==> config.mk <==
export PLATFORM = sky130hd
export DESIGN_NAME = flash_host
export DESIGN_NICKNAME = d
export VERILOG_FILES = /design/src/flash_host_pkg.sv /design/src/pin_sync.sv /design/src/flash_host.sv
export SDC_FILE = /design/constraint.sdc
export NUM_CORES = 1
export LEC_CHECK = 0
export ABC_AREA = 0
export BUFFER_PORTS_ARGS = -buffer_cell sky130_fd_sc_hd__buf_2
export CORE_ASPECT_RATIO = 1.2
export CORE_MARGIN = 10
export CORE_UTILIZATION = 50
export CTS_CLUSTER_DIAMETER = 80
export CTS_CLUSTER_SIZE = 16
export DETAILED_ROUTE_END_ITERATION = 10
export GPL_ROUTABILITY_DRIVEN = 0
export HOLD_SLACK_MARGIN = 0.05
export PLACE_DENSITY = 0.71
export SYNTH_ARGS = -nofsm -noshare
export SYNTH_HDL_FRONTEND = slang
export SYNTH_SLANG_ARGS = --single-unit
==> constraint.sdc <==
create_clock -name clk_sys -period 7.4 [get_ports clk_sys]
set_input_delay 0.37 -clock clk_sys [delete_from_list [all_inputs] [get_ports clk_sys]]
set_output_delay 0.37 -clock clk_sys [all_outputs]
set_load 0.005 [all_outputs]
==> src/flash_host_pkg.sv <==
// Constants, types and register map of the parallel flash host controller.
package flash_host_pkg;

  // Clock and pin timing; cycle counts round least times up.
  localparam int CLK_PERIOD_PS = 8000;
  localparam int T_WC_NS       = 90;
  localparam int T_WP_NS       = 50;
  localparam int T_WPH_NS      = 20;
  localparam int T_AA_NS       = 90;
  localparam int T_OD_NS       = 45;
  localparam int T_RP_NS       = 150;
  localparam int T_RWH_NS      = 1000;
  localparam int WC_CYC   =
    (T_WC_NS * 1000 + CLK_PERIOD_PS - 1) / CLK_PERIOD_PS;
  localparam int WP_CYC   =
    (T_WP_NS * 1000 + CLK_PERIOD_PS - 1) / CLK_PERIOD_PS;
  localparam int WPH_CYC  =
    (T_WPH_NS * 1000 + CLK_PERIOD_PS - 1) / CLK_PERIOD_PS;
  localparam int AA_CYC   =
    (T_AA_NS * 1000 + CLK_PERIOD_PS - 1) / CLK_PERIOD_PS;
  localparam int OD_CYC   =
    (T_OD_NS * 1000 + CLK_PERIOD_PS - 1) / CLK_PERIOD_PS;
  localparam int RP_CYC   =
    (T_RP_NS * 1000 + CLK_PERIOD_PS - 1) / CLK_PERIOD_PS;
  localparam int RWH_CYC  =
    (T_RWH_NS * 1000 + CLK_PERIOD_PS - 1) / CLK_PERIOD_PS;
  localparam int SYNC_LAT = 4;
  localparam int WREC_CYC = (WC_CYC - WP_CYC - 1 > WPH_CYC) ?
                            (WC_CYC - WP_CYC - 1) : WPH_CYC;
  localparam int RACC_CYC = AA_CYC + SYNC_LAT;
  localparam int CNT_W    = 8;

  // Flash bus widths.
  localparam int FLASH_AW = 18;
  localparam int FLASH_DW = 16;

  // Command codes and status bit positions of the flash.
  localparam logic [7:0] CMD_READ_ARRAY  = 8'hFF;
  localparam logic [7:0] CMD_CLEAR       = 8'h50;
  localparam logic [7:0] CMD_ERASE_SETUP = 8'h20;
  localparam logic [7:0] CMD_CONFIRM     = 8'hD0;
  localparam logic [7:0] CMD_WRITE_SETUP = 8'h40;
  localparam int SR_DONE_BIT = 7;
  localparam int SR_ERR_LSB  = 3;
  localparam int SR_ERR_W    = 3;

  // Register map of the controller, byte addresses.
  localparam logic [7:0] REG_CTRL     = 8'h00;
  localparam logic [7:0] REG_ADDR     = 8'h04;
  localparam logic [7:0] REG_WDATA    = 8'h08;
  localparam logic [7:0] REG_STATUS   = 8'h0C;
  localparam logic [7:0] REG_RDATA    = 8'h10;
  localparam logic [7:0] REG_IRQ_STAT = 8'h14;
  localparam logic [7:0] REG_IRQ_MASK = 8'h18;
  localparam int OP_W        = 3;
  localparam int ST_BUSY_BIT = 0;
  localparam int ST_LOCK_BIT = 1;
  localparam int ST_ERR_LSB  = 4;
  localparam int ST_SR_LSB   = 8;
  localparam int IRQ_W       = 3;
  localparam int IRQ_DONE    = 0;
  localparam int IRQ_ERR     = 1;
  localparam int IRQ_REFUSED = 2;
  localparam logic [IRQ_W-1:0] IRQ_MASK_RST = 3'h0;

  typedef enum logic [OP_W-1:0] {
    OP_NONE  = 3'b000,
    OP_WRITE = 3'b001,
    OP_ERASE = 3'b010,
    OP_CLEAR = 3'b011,
    OP_READ  = 3'b100
  } op_t;

  typedef enum logic [2:0] {
    S_RESET = 3'b000,
    S_WAKE  = 3'b001,
    S_IDLE  = 3'b010,
    S_CMD1  = 3'b011,
    S_CMD2  = 3'b100,
    S_POLL  = 3'b101,
    S_READ  = 3'b110
  } seq_t;

  typedef enum logic [2:0] {
    B_IDLE = 3'b000,
    B_WSET = 3'b001,
    B_WLOW = 3'b010,
    B_WREC = 3'b011,
    B_RACC = 3'b100,
    B_RREC = 3'b101
  } phase_t;

  typedef struct packed {
    logic                rd;
    logic [FLASH_AW-1:0] addr;
    logic [FLASH_DW-1:0] data;
  } bus_req_t;

endpackage

==> src/pin_sync.sv <==
// Three-stage synchroniser for flash data pins with agreement filter.
`timescale 1ns/1ps
`default_nettype none
module pin_sync #(
  parameter int W = 16
) (
  input  wire logic         clk_sys,
  input  wire logic         rst,
  input  wire logic [W-1:0] d,
  output logic      [W-1:0] q
);
  logic [W-1:0] s1_q, s2_q, s3_q, q_q, q_d;

  // A bit only moves once the second and third stages agree on it.
  always_comb begin
    q_d = q_q;
    for (int i = 0; i < W; i++) begin
      if (s2_q[i] == s3_q[i]) begin
        q_d[i] = s3_q[i];
      end
    end
  end

  always_ff @(posedge clk_sys or posedge rst) begin
    if (rst) begin
      s1_q <= '0;
      s2_q <= '0;
      s3_q <= '0;
      q_q  <= '0;
    end else begin
      s1_q <= d;
      s2_q <= s1_q;
      s3_q <= s2_q;
      q_q  <= q_d;
    end
  end

  assign q = q_q;
endmodule
`default_nettype wire

==> src/flash_host.sv <==
// Host controller that sequences write, erase and status of a parallel flash.
// Functional notes
// - The host writes the read-array code before reading the array again.
// - After a supply error, clear-status precedes any new write or erase.
// - After an erase confirm the host polls until the done flag is one.
// - Each write or erase sequence covers one word or block; it repeats.
// - An erase sends the setup code, then the confirm code in the block.
// - The clear-status code clears the supply, write and erase error flags.
//
// Our own choices: the address map and the plain strobed port.
`timescale 1ns/1ps
`default_nettype none
module flash_host (
  input  wire logic                                clk_sys,
  input  wire logic                                rst,
  input  wire logic [7:0]                          reg_addr,
  input  wire logic [31:0]                         reg_wdata,
  input  wire logic                                reg_wr,
  input  wire logic                                reg_rd,
  output logic      [31:0]                         reg_rdata,
  output logic                                     irq,
  output logic      [flash_host_pkg::FLASH_AW-1:0] fl_addr,
  input  wire logic [flash_host_pkg::FLASH_DW-1:0] fl_dq_in,
  output logic      [flash_host_pkg::FLASH_DW-1:0] fl_dq_out,
  output logic                                     fl_dq_oe,
  output logic                                     fl_ce_n,
  output logic                                     fl_oe_n,
  output logic                                     fl_we_n,
  output logic                                     fl_rp_n
);
  import flash_host_pkg::*;

  function automatic logic hit(input logic [7:0] a, input logic [7:0] off);
    return a == off;
  endfunction

  function automatic logic [7:0] setup_code(input op_t op);
    case (op)
      OP_WRITE: setup_code = CMD_WRITE_SETUP;
      OP_ERASE: setup_code = CMD_ERASE_SETUP;
      OP_CLEAR: setup_code = CMD_CLEAR;
      default:  setup_code = CMD_READ_ARRAY;
    endcase
  endfunction

  seq_t                  seq_q, seq_d;
  phase_t                ph_q, ph_d;
  logic [CNT_W-1:0]      cnt_q, cnt_d;
  logic [FLASH_AW-1:0]   fa_q, fa_d;
  logic [FLASH_DW-1:0]   fd_q, fd_d, smp_q, smp_d;
  logic                  ce_n_q, ce_n_d, oe_n_q, oe_n_d;
  logic                  we_n_q, we_n_d, dq_oe_q, dq_oe_d, rp_n_q, rp_n_d;
  op_t                   op_q, op_d, new_op;
  logic [FLASH_AW-1:0]   addr_q, addr_d;
  logic [FLASH_DW-1:0]   wdata_q, wdata_d, rdata_q, rdata_d;
  logic [7:0]            sr_q, sr_d;
  logic [SR_ERR_W-1:0]   err_q, err_d;
  logic [IRQ_W-1:0]      istat_q, istat_d, imask_q, imask_d, ev;
  logic [31:0]           rd_q, rd_d;
  logic [FLASH_DW-1:0]   dq_sync;
  bus_req_t              req;
  logic                  bus_done, start, start_ok, wants_prog, op_valid;
  logic                  ev_done, ev_err, clr_err, cap_sr, cap_rd, active;

  pin_sync #(.W(FLASH_DW)) u_dq_sync (
    .clk_sys (clk_sys),
    .rst     (rst),
    .d       (fl_dq_in),
    .q       (dq_sync)
  );

  // Requests from software; a program op is held off while the supply
  // error is latched, because the flash would only reject it.
  assign new_op     = op_t'(reg_wdata[OP_W-1:0]);
  assign start      = reg_wr && hit(reg_addr, REG_CTRL);
  assign wants_prog = (new_op == OP_WRITE) || (new_op == OP_ERASE);
  assign op_valid   = (new_op != OP_NONE) && (new_op <= OP_READ);
  assign start_ok   = start && (seq_q == S_IDLE) && op_valid &&
                      !(wants_prog && err_q[0]);
  assign active     = (seq_q == S_CMD1) || (seq_q == S_CMD2) ||
                      (seq_q == S_POLL) || (seq_q == S_READ);

  // Bus cycle wanted by the current sequencer step.
  always_comb begin
    req = '0;
    case (seq_q)
      S_CMD1: begin
        req.data = {8'h00, setup_code(op_q)};
      end
      S_CMD2: begin
        req.addr = addr_q;
        req.data = (op_q == OP_ERASE) ? {8'h00, CMD_CONFIRM} : wdata_q;
      end
      S_POLL: begin
        req.rd = 1'b1;
      end
      S_READ: begin
        req.rd   = 1'b1;
        req.addr = addr_q;
      end
      default: begin
        req = '0;
      end
    endcase
  end

  // Sequencer and pin cycle engine.
  always_comb begin
    seq_d    = seq_q;
    ph_d     = ph_q;
    cnt_d    = cnt_q;
    fa_d     = fa_q;
    fd_d     = fd_q;
    smp_d    = smp_q;
    bus_done = 1'b0;
    ev_done  = 1'b0;
    ev_err   = 1'b0;
    clr_err  = 1'b0;
    cap_sr   = 1'b0;
    cap_rd   = 1'b0;
    case (ph_q)
      B_IDLE: begin
        if (active) begin
          fa_d = req.addr;
          fd_d = req.data;
          if (req.rd) begin
            ph_d  = B_RACC;
            cnt_d = CNT_W'(RACC_CYC - 1);
          end else begin
            ph_d  = B_WSET;
            cnt_d = '0;
          end
        end
      end
      B_WSET: begin
        ph_d  = B_WLOW;
        cnt_d = CNT_W'(WP_CYC - 1);
      end
      B_WLOW: begin
        if (cnt_q == '0) begin
          ph_d  = B_WREC;
          cnt_d = CNT_W'(WREC_CYC - 1);
        end else begin
          cnt_d = cnt_q - 1'b1;
        end
      end
      B_WREC: begin
        if (cnt_q == '0) begin
          ph_d     = B_IDLE;
          bus_done = 1'b1;
        end else begin
          cnt_d = cnt_q - 1'b1;
        end
      end
      B_RACC: begin
        if (cnt_q == '0) begin
          smp_d = dq_sync;
          ph_d  = B_RREC;
          cnt_d = CNT_W'(OD_CYC - 1);
        end else begin
          cnt_d = cnt_q - 1'b1;
        end
      end
      B_RREC: begin
        if (cnt_q == '0) begin
          ph_d     = B_IDLE;
          bus_done = 1'b1;
        end else begin
          cnt_d = cnt_q - 1'b1;
        end
      end
      default: begin
        ph_d = B_IDLE;
      end
    endcase
    case (seq_q)
      S_RESET: begin
        if (cnt_q == '0) begin
          seq_d = S_WAKE;
          cnt_d = CNT_W'(RWH_CYC - 1);
        end else begin
          cnt_d = cnt_q - 1'b1;
        end
      end
      S_WAKE: begin
        if (cnt_q == '0) begin
          seq_d = S_IDLE;
        end else begin
          cnt_d = cnt_q - 1'b1;
        end
      end
      S_IDLE: begin
        if (start_ok) begin
          seq_d = S_CMD1;
        end
      end
      S_CMD1: begin
        if (bus_done) begin
          case (op_q)
            OP_WRITE, OP_ERASE: seq_d = S_CMD2;
            OP_READ:            seq_d = S_READ;
            default: begin
              seq_d   = S_IDLE;
              clr_err = 1'b1;
              ev_done = 1'b1;
            end
          endcase
        end
      end
      S_CMD2: begin
        if (bus_done) begin
          seq_d = S_POLL;
        end
      end
      S_POLL: begin
        // Each poll is a full read cycle; there is no retry limit, a
        // stuck flash keeps the controller busy until reset.
        if (bus_done && smp_q[SR_DONE_BIT]) begin
          seq_d   = S_IDLE;
          cap_sr  = 1'b1;
          ev_done = 1'b1;
          ev_err  = |smp_q[SR_ERR_LSB +: SR_ERR_W];
        end
      end
      S_READ: begin
        if (bus_done) begin
          seq_d   = S_IDLE;
          cap_rd  = 1'b1;
          ev_done = 1'b1;
        end
      end
      default: begin
        seq_d = S_IDLE;
      end
    endcase
    ce_n_d  = !((ph_d != B_IDLE) && (ph_d != B_RREC));
    we_n_d  = (ph_d != B_WLOW);
    oe_n_d  = (ph_d != B_RACC);
    dq_oe_d = (ph_d == B_WSET) || (ph_d == B_WLOW) || (ph_d == B_WREC);
    rp_n_d  = (seq_d != S_RESET);
  end

  always_ff @(posedge clk_sys or posedge rst) begin
    if (rst) begin
      seq_q   <= S_RESET;
      ph_q    <= B_IDLE;
      cnt_q   <= CNT_W'(RP_CYC - 1);
      fa_q    <= '0;
      fd_q    <= '0;
      smp_q   <= '0;
      ce_n_q  <= 1'b1;
      we_n_q  <= 1'b1;
      oe_n_q  <= 1'b1;
      dq_oe_q <= 1'b0;
      rp_n_q  <= 1'b0;
    end else begin
      seq_q   <= seq_d;
      ph_q    <= ph_d;
      cnt_q   <= cnt_d;
      fa_q    <= fa_d;
      fd_q    <= fd_d;
      smp_q   <= smp_d;
      ce_n_q  <= ce_n_d;
      we_n_q  <= we_n_d;
      oe_n_q  <= oe_n_d;
      dq_oe_q <= dq_oe_d;
      rp_n_q  <= rp_n_d;
    end
  end

  // Software registers; a status bit set in the cycle of its clear stays set.
  assign ev = {start && !start_ok, ev_err, ev_done};

  always_comb begin
    op_d    = start_ok ? new_op : op_q;
    addr_d  = addr_q;
    wdata_d = wdata_q;
    imask_d = imask_q;
    if (reg_wr && hit(reg_addr, REG_ADDR)) begin
      addr_d = reg_wdata[FLASH_AW-1:0];
    end
    if (reg_wr && hit(reg_addr, REG_WDATA)) begin
      wdata_d = reg_wdata[FLASH_DW-1:0];
    end
    if (reg_wr && hit(reg_addr, REG_IRQ_MASK)) begin
      imask_d = reg_wdata[IRQ_W-1:0];
    end
    istat_d = istat_q;
    if (reg_wr && hit(reg_addr, REG_IRQ_STAT)) begin
      istat_d = istat_q & ~reg_wdata[IRQ_W-1:0];
    end
    istat_d = istat_d | ev;
    rdata_d = cap_rd ? smp_q : rdata_q;
    sr_d    = cap_sr ? smp_q[7:0] : sr_q;
    err_d   = (clr_err ? '0 : err_q) |
              (cap_sr ? smp_q[SR_ERR_LSB +: SR_ERR_W] : '0);
    rd_d    = '0;
    if (reg_rd) begin
      case (reg_addr)
        REG_CTRL:     rd_d = {29'h0, op_q};
        REG_ADDR:     rd_d = {14'h0, addr_q};
        REG_WDATA:    rd_d = {16'h0, wdata_q};
        REG_STATUS: begin
          rd_d[ST_BUSY_BIT]               = (seq_q != S_IDLE);
          rd_d[ST_LOCK_BIT]               = err_q[0];
          rd_d[ST_ERR_LSB +: SR_ERR_W]    = err_q;
          rd_d[ST_SR_LSB +: 8]            = sr_q;
        end
        REG_RDATA:    rd_d = {16'h0, rdata_q};
        REG_IRQ_STAT: rd_d = {29'h0, istat_q};
        REG_IRQ_MASK: rd_d = {29'h0, imask_q};
        default:      rd_d = '0;
      endcase
    end
  end

  always_ff @(posedge clk_sys or posedge rst) begin
    if (rst) begin
      op_q    <= OP_NONE;
      addr_q  <= '0;
      wdata_q <= '0;
      rdata_q <= '0;
      sr_q    <= '0;
      err_q   <= '0;
      istat_q <= '0;
      imask_q <= IRQ_MASK_RST;
      rd_q    <= '0;
    end else begin
      op_q    <= op_d;
      addr_q  <= addr_d;
      wdata_q <= wdata_d;
      rdata_q <= rdata_d;
      sr_q    <= sr_d;
      err_q   <= err_d;
      istat_q <= istat_d;
      imask_q <= imask_d;
      rd_q    <= rd_d;
    end
  end

  assign reg_rdata = rd_q;
  assign irq       = |(istat_q & imask_q);
  assign fl_addr   = fa_q;
  assign fl_dq_out = fd_q;
  assign fl_dq_oe  = dq_oe_q;
  assign fl_ce_n   = ce_n_q;
  assign fl_oe_n   = oe_n_q;
  assign fl_we_n   = we_n_q;
  assign fl_rp_n   = rp_n_q;
endmodule
`default_nettype wire

==> summary by stage <==
CTS
The clock buffer count from CTS is 17. For the worst-skew pair, the clock arrives at the later sink with an insertion delay of roughly 0.49 ns. In this run the number of H-tree levels came out at 1.

The longest clock path from root to sink contains 3 buffers. In this run the post-CTS setup repair buffer count came out at 0. The number of sinks driven by the clock tree is 221. Clock-pin slew was measured on the worst setup and hold paths at roughly 0.070 ns. Clock tree synthesis selected as its root buffer the cell clkbuf_16.

TritonCTS built the clock tree.

Detailed routing
In the routed design, unresolved DRC markers number 0. The total routed wirelength is 21,800 µm. The detailed-routing iteration count for the pre-antenna-repair pass is 5. In the routed layout, each cell is associated on average with a via count of 5.606. The detailed-route via count is about 6,200. The first routing iteration left 469 violations. The mean routed wirelength per cell is about 20 µm.

The detail route stage leaves a number of antenna-violating nets equal to 0.

Power
In this run the static leakage power is between 4 and 5 nW. Cell internal power was estimated by the tool at just under 2 mW. The net switching fraction of the power is 0.2911. The switching power is ~0.8 mW.

The share of total power dissipated in combinational logic is 0.178. The post-route total power is approximately 2.7 mW. The portion of total power attributed to sequential cells is 0.515. The share of total power dissipated in the clock network is 0.308. VDD sags by at most 192.3 µV. The power density over the cells is 262.3 nW/µm².

Final layout
After filler insertion, the fill cell instance count of the layout stands at between 1,500 and 2,000. The share of post-route cells with drive strength above 1 is 0.2452. The final net count is about 940.

The area growth from synthesis to final layout is 13.20%.

Floorplan
The floorplan step defined a die boundary enclosing between 20,000 and 25,000 µm². In this run the horizontal extent of the chip is 144.1 µm. The floorplan step defined a core boundary enclosing about 18,000 µm². roughly 130 I/O pins were placed. The initial utilization of the core area, before any placement, comes to 0.5086. The number of placement rows is 54. The die extent in y is 168.9 µm.

GRT
The number of antenna violations at the first check in global routing came to 2. The total overflow reported by the global router is 0. The largest net degree at the start of global routing is 136. The first global-routing pass estimated 34,360 µm of wire. The total global-route track usage is 0.1766. The number of global-route vias before repair is about 6,300.

STA
Across the routed clock network, the largest skew measured is roughly 0.017 ns. After layout, the minimum clock period comes to roughly 3.1 ns. The setup violation total in the final timing report is 0. Summed over all failing endpoints, the final setup total negative slack is 0 ns. Across all hold checks on the routed design, the worst slack comes to between 0.1 and 0.15 ns. Headroom to the max-slew limit came out at 0.2590.

The measured slew at the worst slew-check pin is 1.102 ns. The number of max-slew violations in the final report was 0. For this run, the top clock speed supported by timing is ~0.33 GHz. Setup repair after global routing left no endpoint under its margin. Of the available clock period, the critical path in the final layout requires 0.4127. The count of final hold-check violations came to 0.

Synth
The proportion of synthesized flip-flops having asynchronous set or reset is 1.000. In the synthesized netlist the dominant register cell turns out to be dfrtp_1. The average footprint of a synthesized cell is about 12 µm². The synthesized design contains 0 enable-type register cells.

Synthesis handed over a netlist of a little under 800 instances. Of the synthesized area, sequential elements account for 0.5989. The synthesized netlist occupies a cell area of between 9000 and 10,000 µm². Yosys printed 0 warnings. The number of unique standard cell types used by synthesis is between 70 and 80. In this run, synthesis produced a sequential element count of around 220.

Critical path
The cell type with the highest occurrence count on the critical path is ha_1. The worst setup path is captured at a register. Walking the worst path, the cells encountered are inv_1 -> ha_1 -> or3b_2 -> nor2_8 -> inv_6 -> ha_1 -> mux2_2 -> o21ai_0 -> a221oi_1 -> a21oi_1 -> a211o_1. The critical register-to-register path endpoint is cnt_q[0]. The data arrival at the endpoint of the critical path is between 3 and 4 ns. The worst path required time is 7.78 ns. By startpoint and endpoint, the worst setup path is classified as reg2reg.

The worst reg-to-reg path cell count is 11. The worst flop-to-flop path startpoint is cnt_q[0]. For this run, the slowest stage of the critical path takes 0.62 ns. The startpoint kind of the worst setup timing path is a register. Of all nets on the critical path, the largest fanout is 10. In this run the register-to-register setup slack is approximately 4.3 ns. The master of the slowest instance on the critical path is or3b_2.

Run status
The run finished with clean final reports.

Place
The half-perimeter wire length after placement is 15,390 µm. Input and output buffers added on the ports amount to 103.

Hold path
The path category of the worst min-delay check is in2async.

Job
The number of max-cap violations is 0.
## Yosys cell counts (3+ instances only)
cell | n | area, µm²
o22ai_1 | 3 | 18.77
dfstp_2 | 5 | 131.4
o211ai_1 | 4 | 30.03
buf_6 | 3 | 33.78
a21boi_0 | 3 | 22.52
a31oi_1 | 3 | 18.77
buf_4 | 15 | 112.6
buf_2 | 8 | 40.04
or3_1 | 4 | 25.02
dfrtp_1 | 216 | 5405
o31ai_1 | 3 | 22.52
inv_1 | 11 | 41.29
mux2_2 | 67 | 754.5
nand3b_1 | 5 | 37.54
clkbuf_1 | 26 | 97.59
xnor2_1 | 4 | 35.03
maj3_1 | 20 | 200.2
xor2_1 | 3 | 26.28
ha_1 | 3 | 37.54
nor3b_1 | 4 | 30.03
o22a_1 | 10 | 87.58
buf_1 | 3 | 11.26
nor2b_1 | 8 | 50.05
nand2_1 | 117 | 439.2
a22o_1 | 19 | 166.4
nor2_1 | 38 | 142.6
mux2i_1 | 13 | 130.1
nand3_1 | 12 | 60.06
or2_2 | 3 | 18.77
a22oi_1 | 14 | 105.1
and3_1 | 4 | 25.02
a21oi_1 | 18 | 90.09
nor4_1 | 5 | 31.28
nand2b_1 | 4 | 25.02
nor3_1 | 11 | 55.05
o21ai_0 | 40 | 200.2
and4_1 | 3 | 26.28
a21o_1 | 3 | 22.52
## power by group through the flow
stage / clock network, mW / logic, mW / registers (mW)
2_1_floorplan: 0 / 0.400 / 1.38
3_3_place_gp: 0 / 0.471 / 1.43
3_5_place_dp: 0 / 0.481 / 1.44
4_1_cts: 0.868 / 0.489 / 1.41
5_1_grt: 0.913 / 0.542 / 1.43
6_report: 0.844 / 0.487 / 1.41
## cells in the final DEF, fill, tap and decap left out, drive strengths merged, types with 4 or more instances in the layout
| cell | n |
|---|---|
| dfrtp | 216 |
| nand2 | 117 |
| buf | 106 |
| mux2 | 67 |
| o21ai | 40 |
| nor2 | 40 |
| clkbuf | 26 |
| maj3 | 20 |
| a22o | 19 |
| a21oi | 18 |
| dlygate4sd3 | 16 |
| a22oi | 14 |
| conb | 14 |
| mux2i | 13 |
| nand3 | 13 |
| nor3 | 13 |
| inv | 13 |
| o22a | 10 |
| nor2b | 8 |
| nor4 | 6 |
| nand3b | 5 |
| dfstp | 5 |
| nor3b | 5 |
| or3 | 5 |
| and3 | 4 |
| xnor2 | 4 |
| o211ai | 4 |
| nand2b | 4 |
## kinds of logic after synthesis
group | count (synthesis) | share of synthesized area
compound gates | 145 | 0.1091
flops | 221 | 0.5989
simple gates | 238 | 0.1262
xor+xnor | 7 | 0.006633
buf+inv | 67 | 0.03736
mux | 80 | 0.09569
other cells | 1 | 0.0004057
fa+ha+maj | 23 | 0.02572
## metal layers
metal | share of wire | track usage
met1 | 0.42 | 0.2199
met4 | 0.025 | 0.05158
met2 | 0.51 | 0.3086
met3 | 0.047 | 0.02604
met5 | 0.00083 | 0
## layout make-up
cell class | instances | area, µm² | area share
diodes | 1 | 2.502 | 0.0002391
inverters | 12 | 57.56 | 0.005500
flip-flops and latches | 221 | 5537 | 0.5291
clock inverters | 1 | 8.758 | 0.0008370
multi-input cells | 507 | 3411 | 0.3260
clock buffers | 26 | 469.2 | 0.04484
well taps | 224 | 280.3 | 0.02678
repair buffers | 122 | 698.2 | 0.06672
## state kept, by name, summed over array words and instances (netlist names), 8 cells and up
name            count
addr_q             18
reg_rdata          18
sr_q                8
u_dq_sync.q        16
u_dq_sync.s3_q     16
rdata_q            16
smp_q              16
u_dq_sync.s2_q     16
cnt_q               8
fl_addr            18
wdata_q            16
fl_dq_out          16
u_dq_sync.s1_q     16
## worst max-delay path, delay by kind of cell (launching register included)
kind / cells / cell delay (ns)
AO/OA/AOI/OAI: 4 / 0.74
buffers and inverters: 2 / 0.22
flip-flops: 1 / 0.46
multiplexers: 1 / 0.15
AND/OR/NAND/NOR: 2 / 0.89
adder cells (fa/ha/maj): 2 / 0.46
## worst max-delay path by stage
stage                            from  slack, ns  cells past startpoint    endpoint
after global routing         cnt_q[0]       4.24                     11    cnt_q[0]
final                        cnt_q[0]       4.35                     11    cnt_q[0]
after detailed placement  reg_addr[1]       4.30                      5  addr_q[12]
after floorplan                   rst       0.99                      1   addr_q[0]
after global placement    reg_addr[1]       4.35                      5   addr_q[4]
after CTS                    cnt_q[0]       4.37                     11    cnt_q[0]
## through the flow
| step | utilization | instances | setup WS (ns) | cell area (µm²) |
|---|---|---|---|---|
| 6_report | 0.5757 | 1114 | 4.346 | 10460 |
| 5_1_grt | 0.5756 | 1113 | 4.238 | 10460 |
| 4_1_cts | 0.5756 | 1113 | 4.371 | 10460 |
| 3_5_place_dp | 0.5405 | 1070 | 4.299 | 9823 |
| 3_3_place_gp | 0.5405 | 1070 | 4.354 | 9823 |
| 2_1_floorplan | - | 795 | 0.9889 | 9293 |
## timing repair
item                                   4_1_cts  5_1_grt
gates resized for setup                      0        0
hold buffers                                16        0
endpoints found under the hold margin       16        0
No activity file was read; power rests on OpenSTA's default activity.
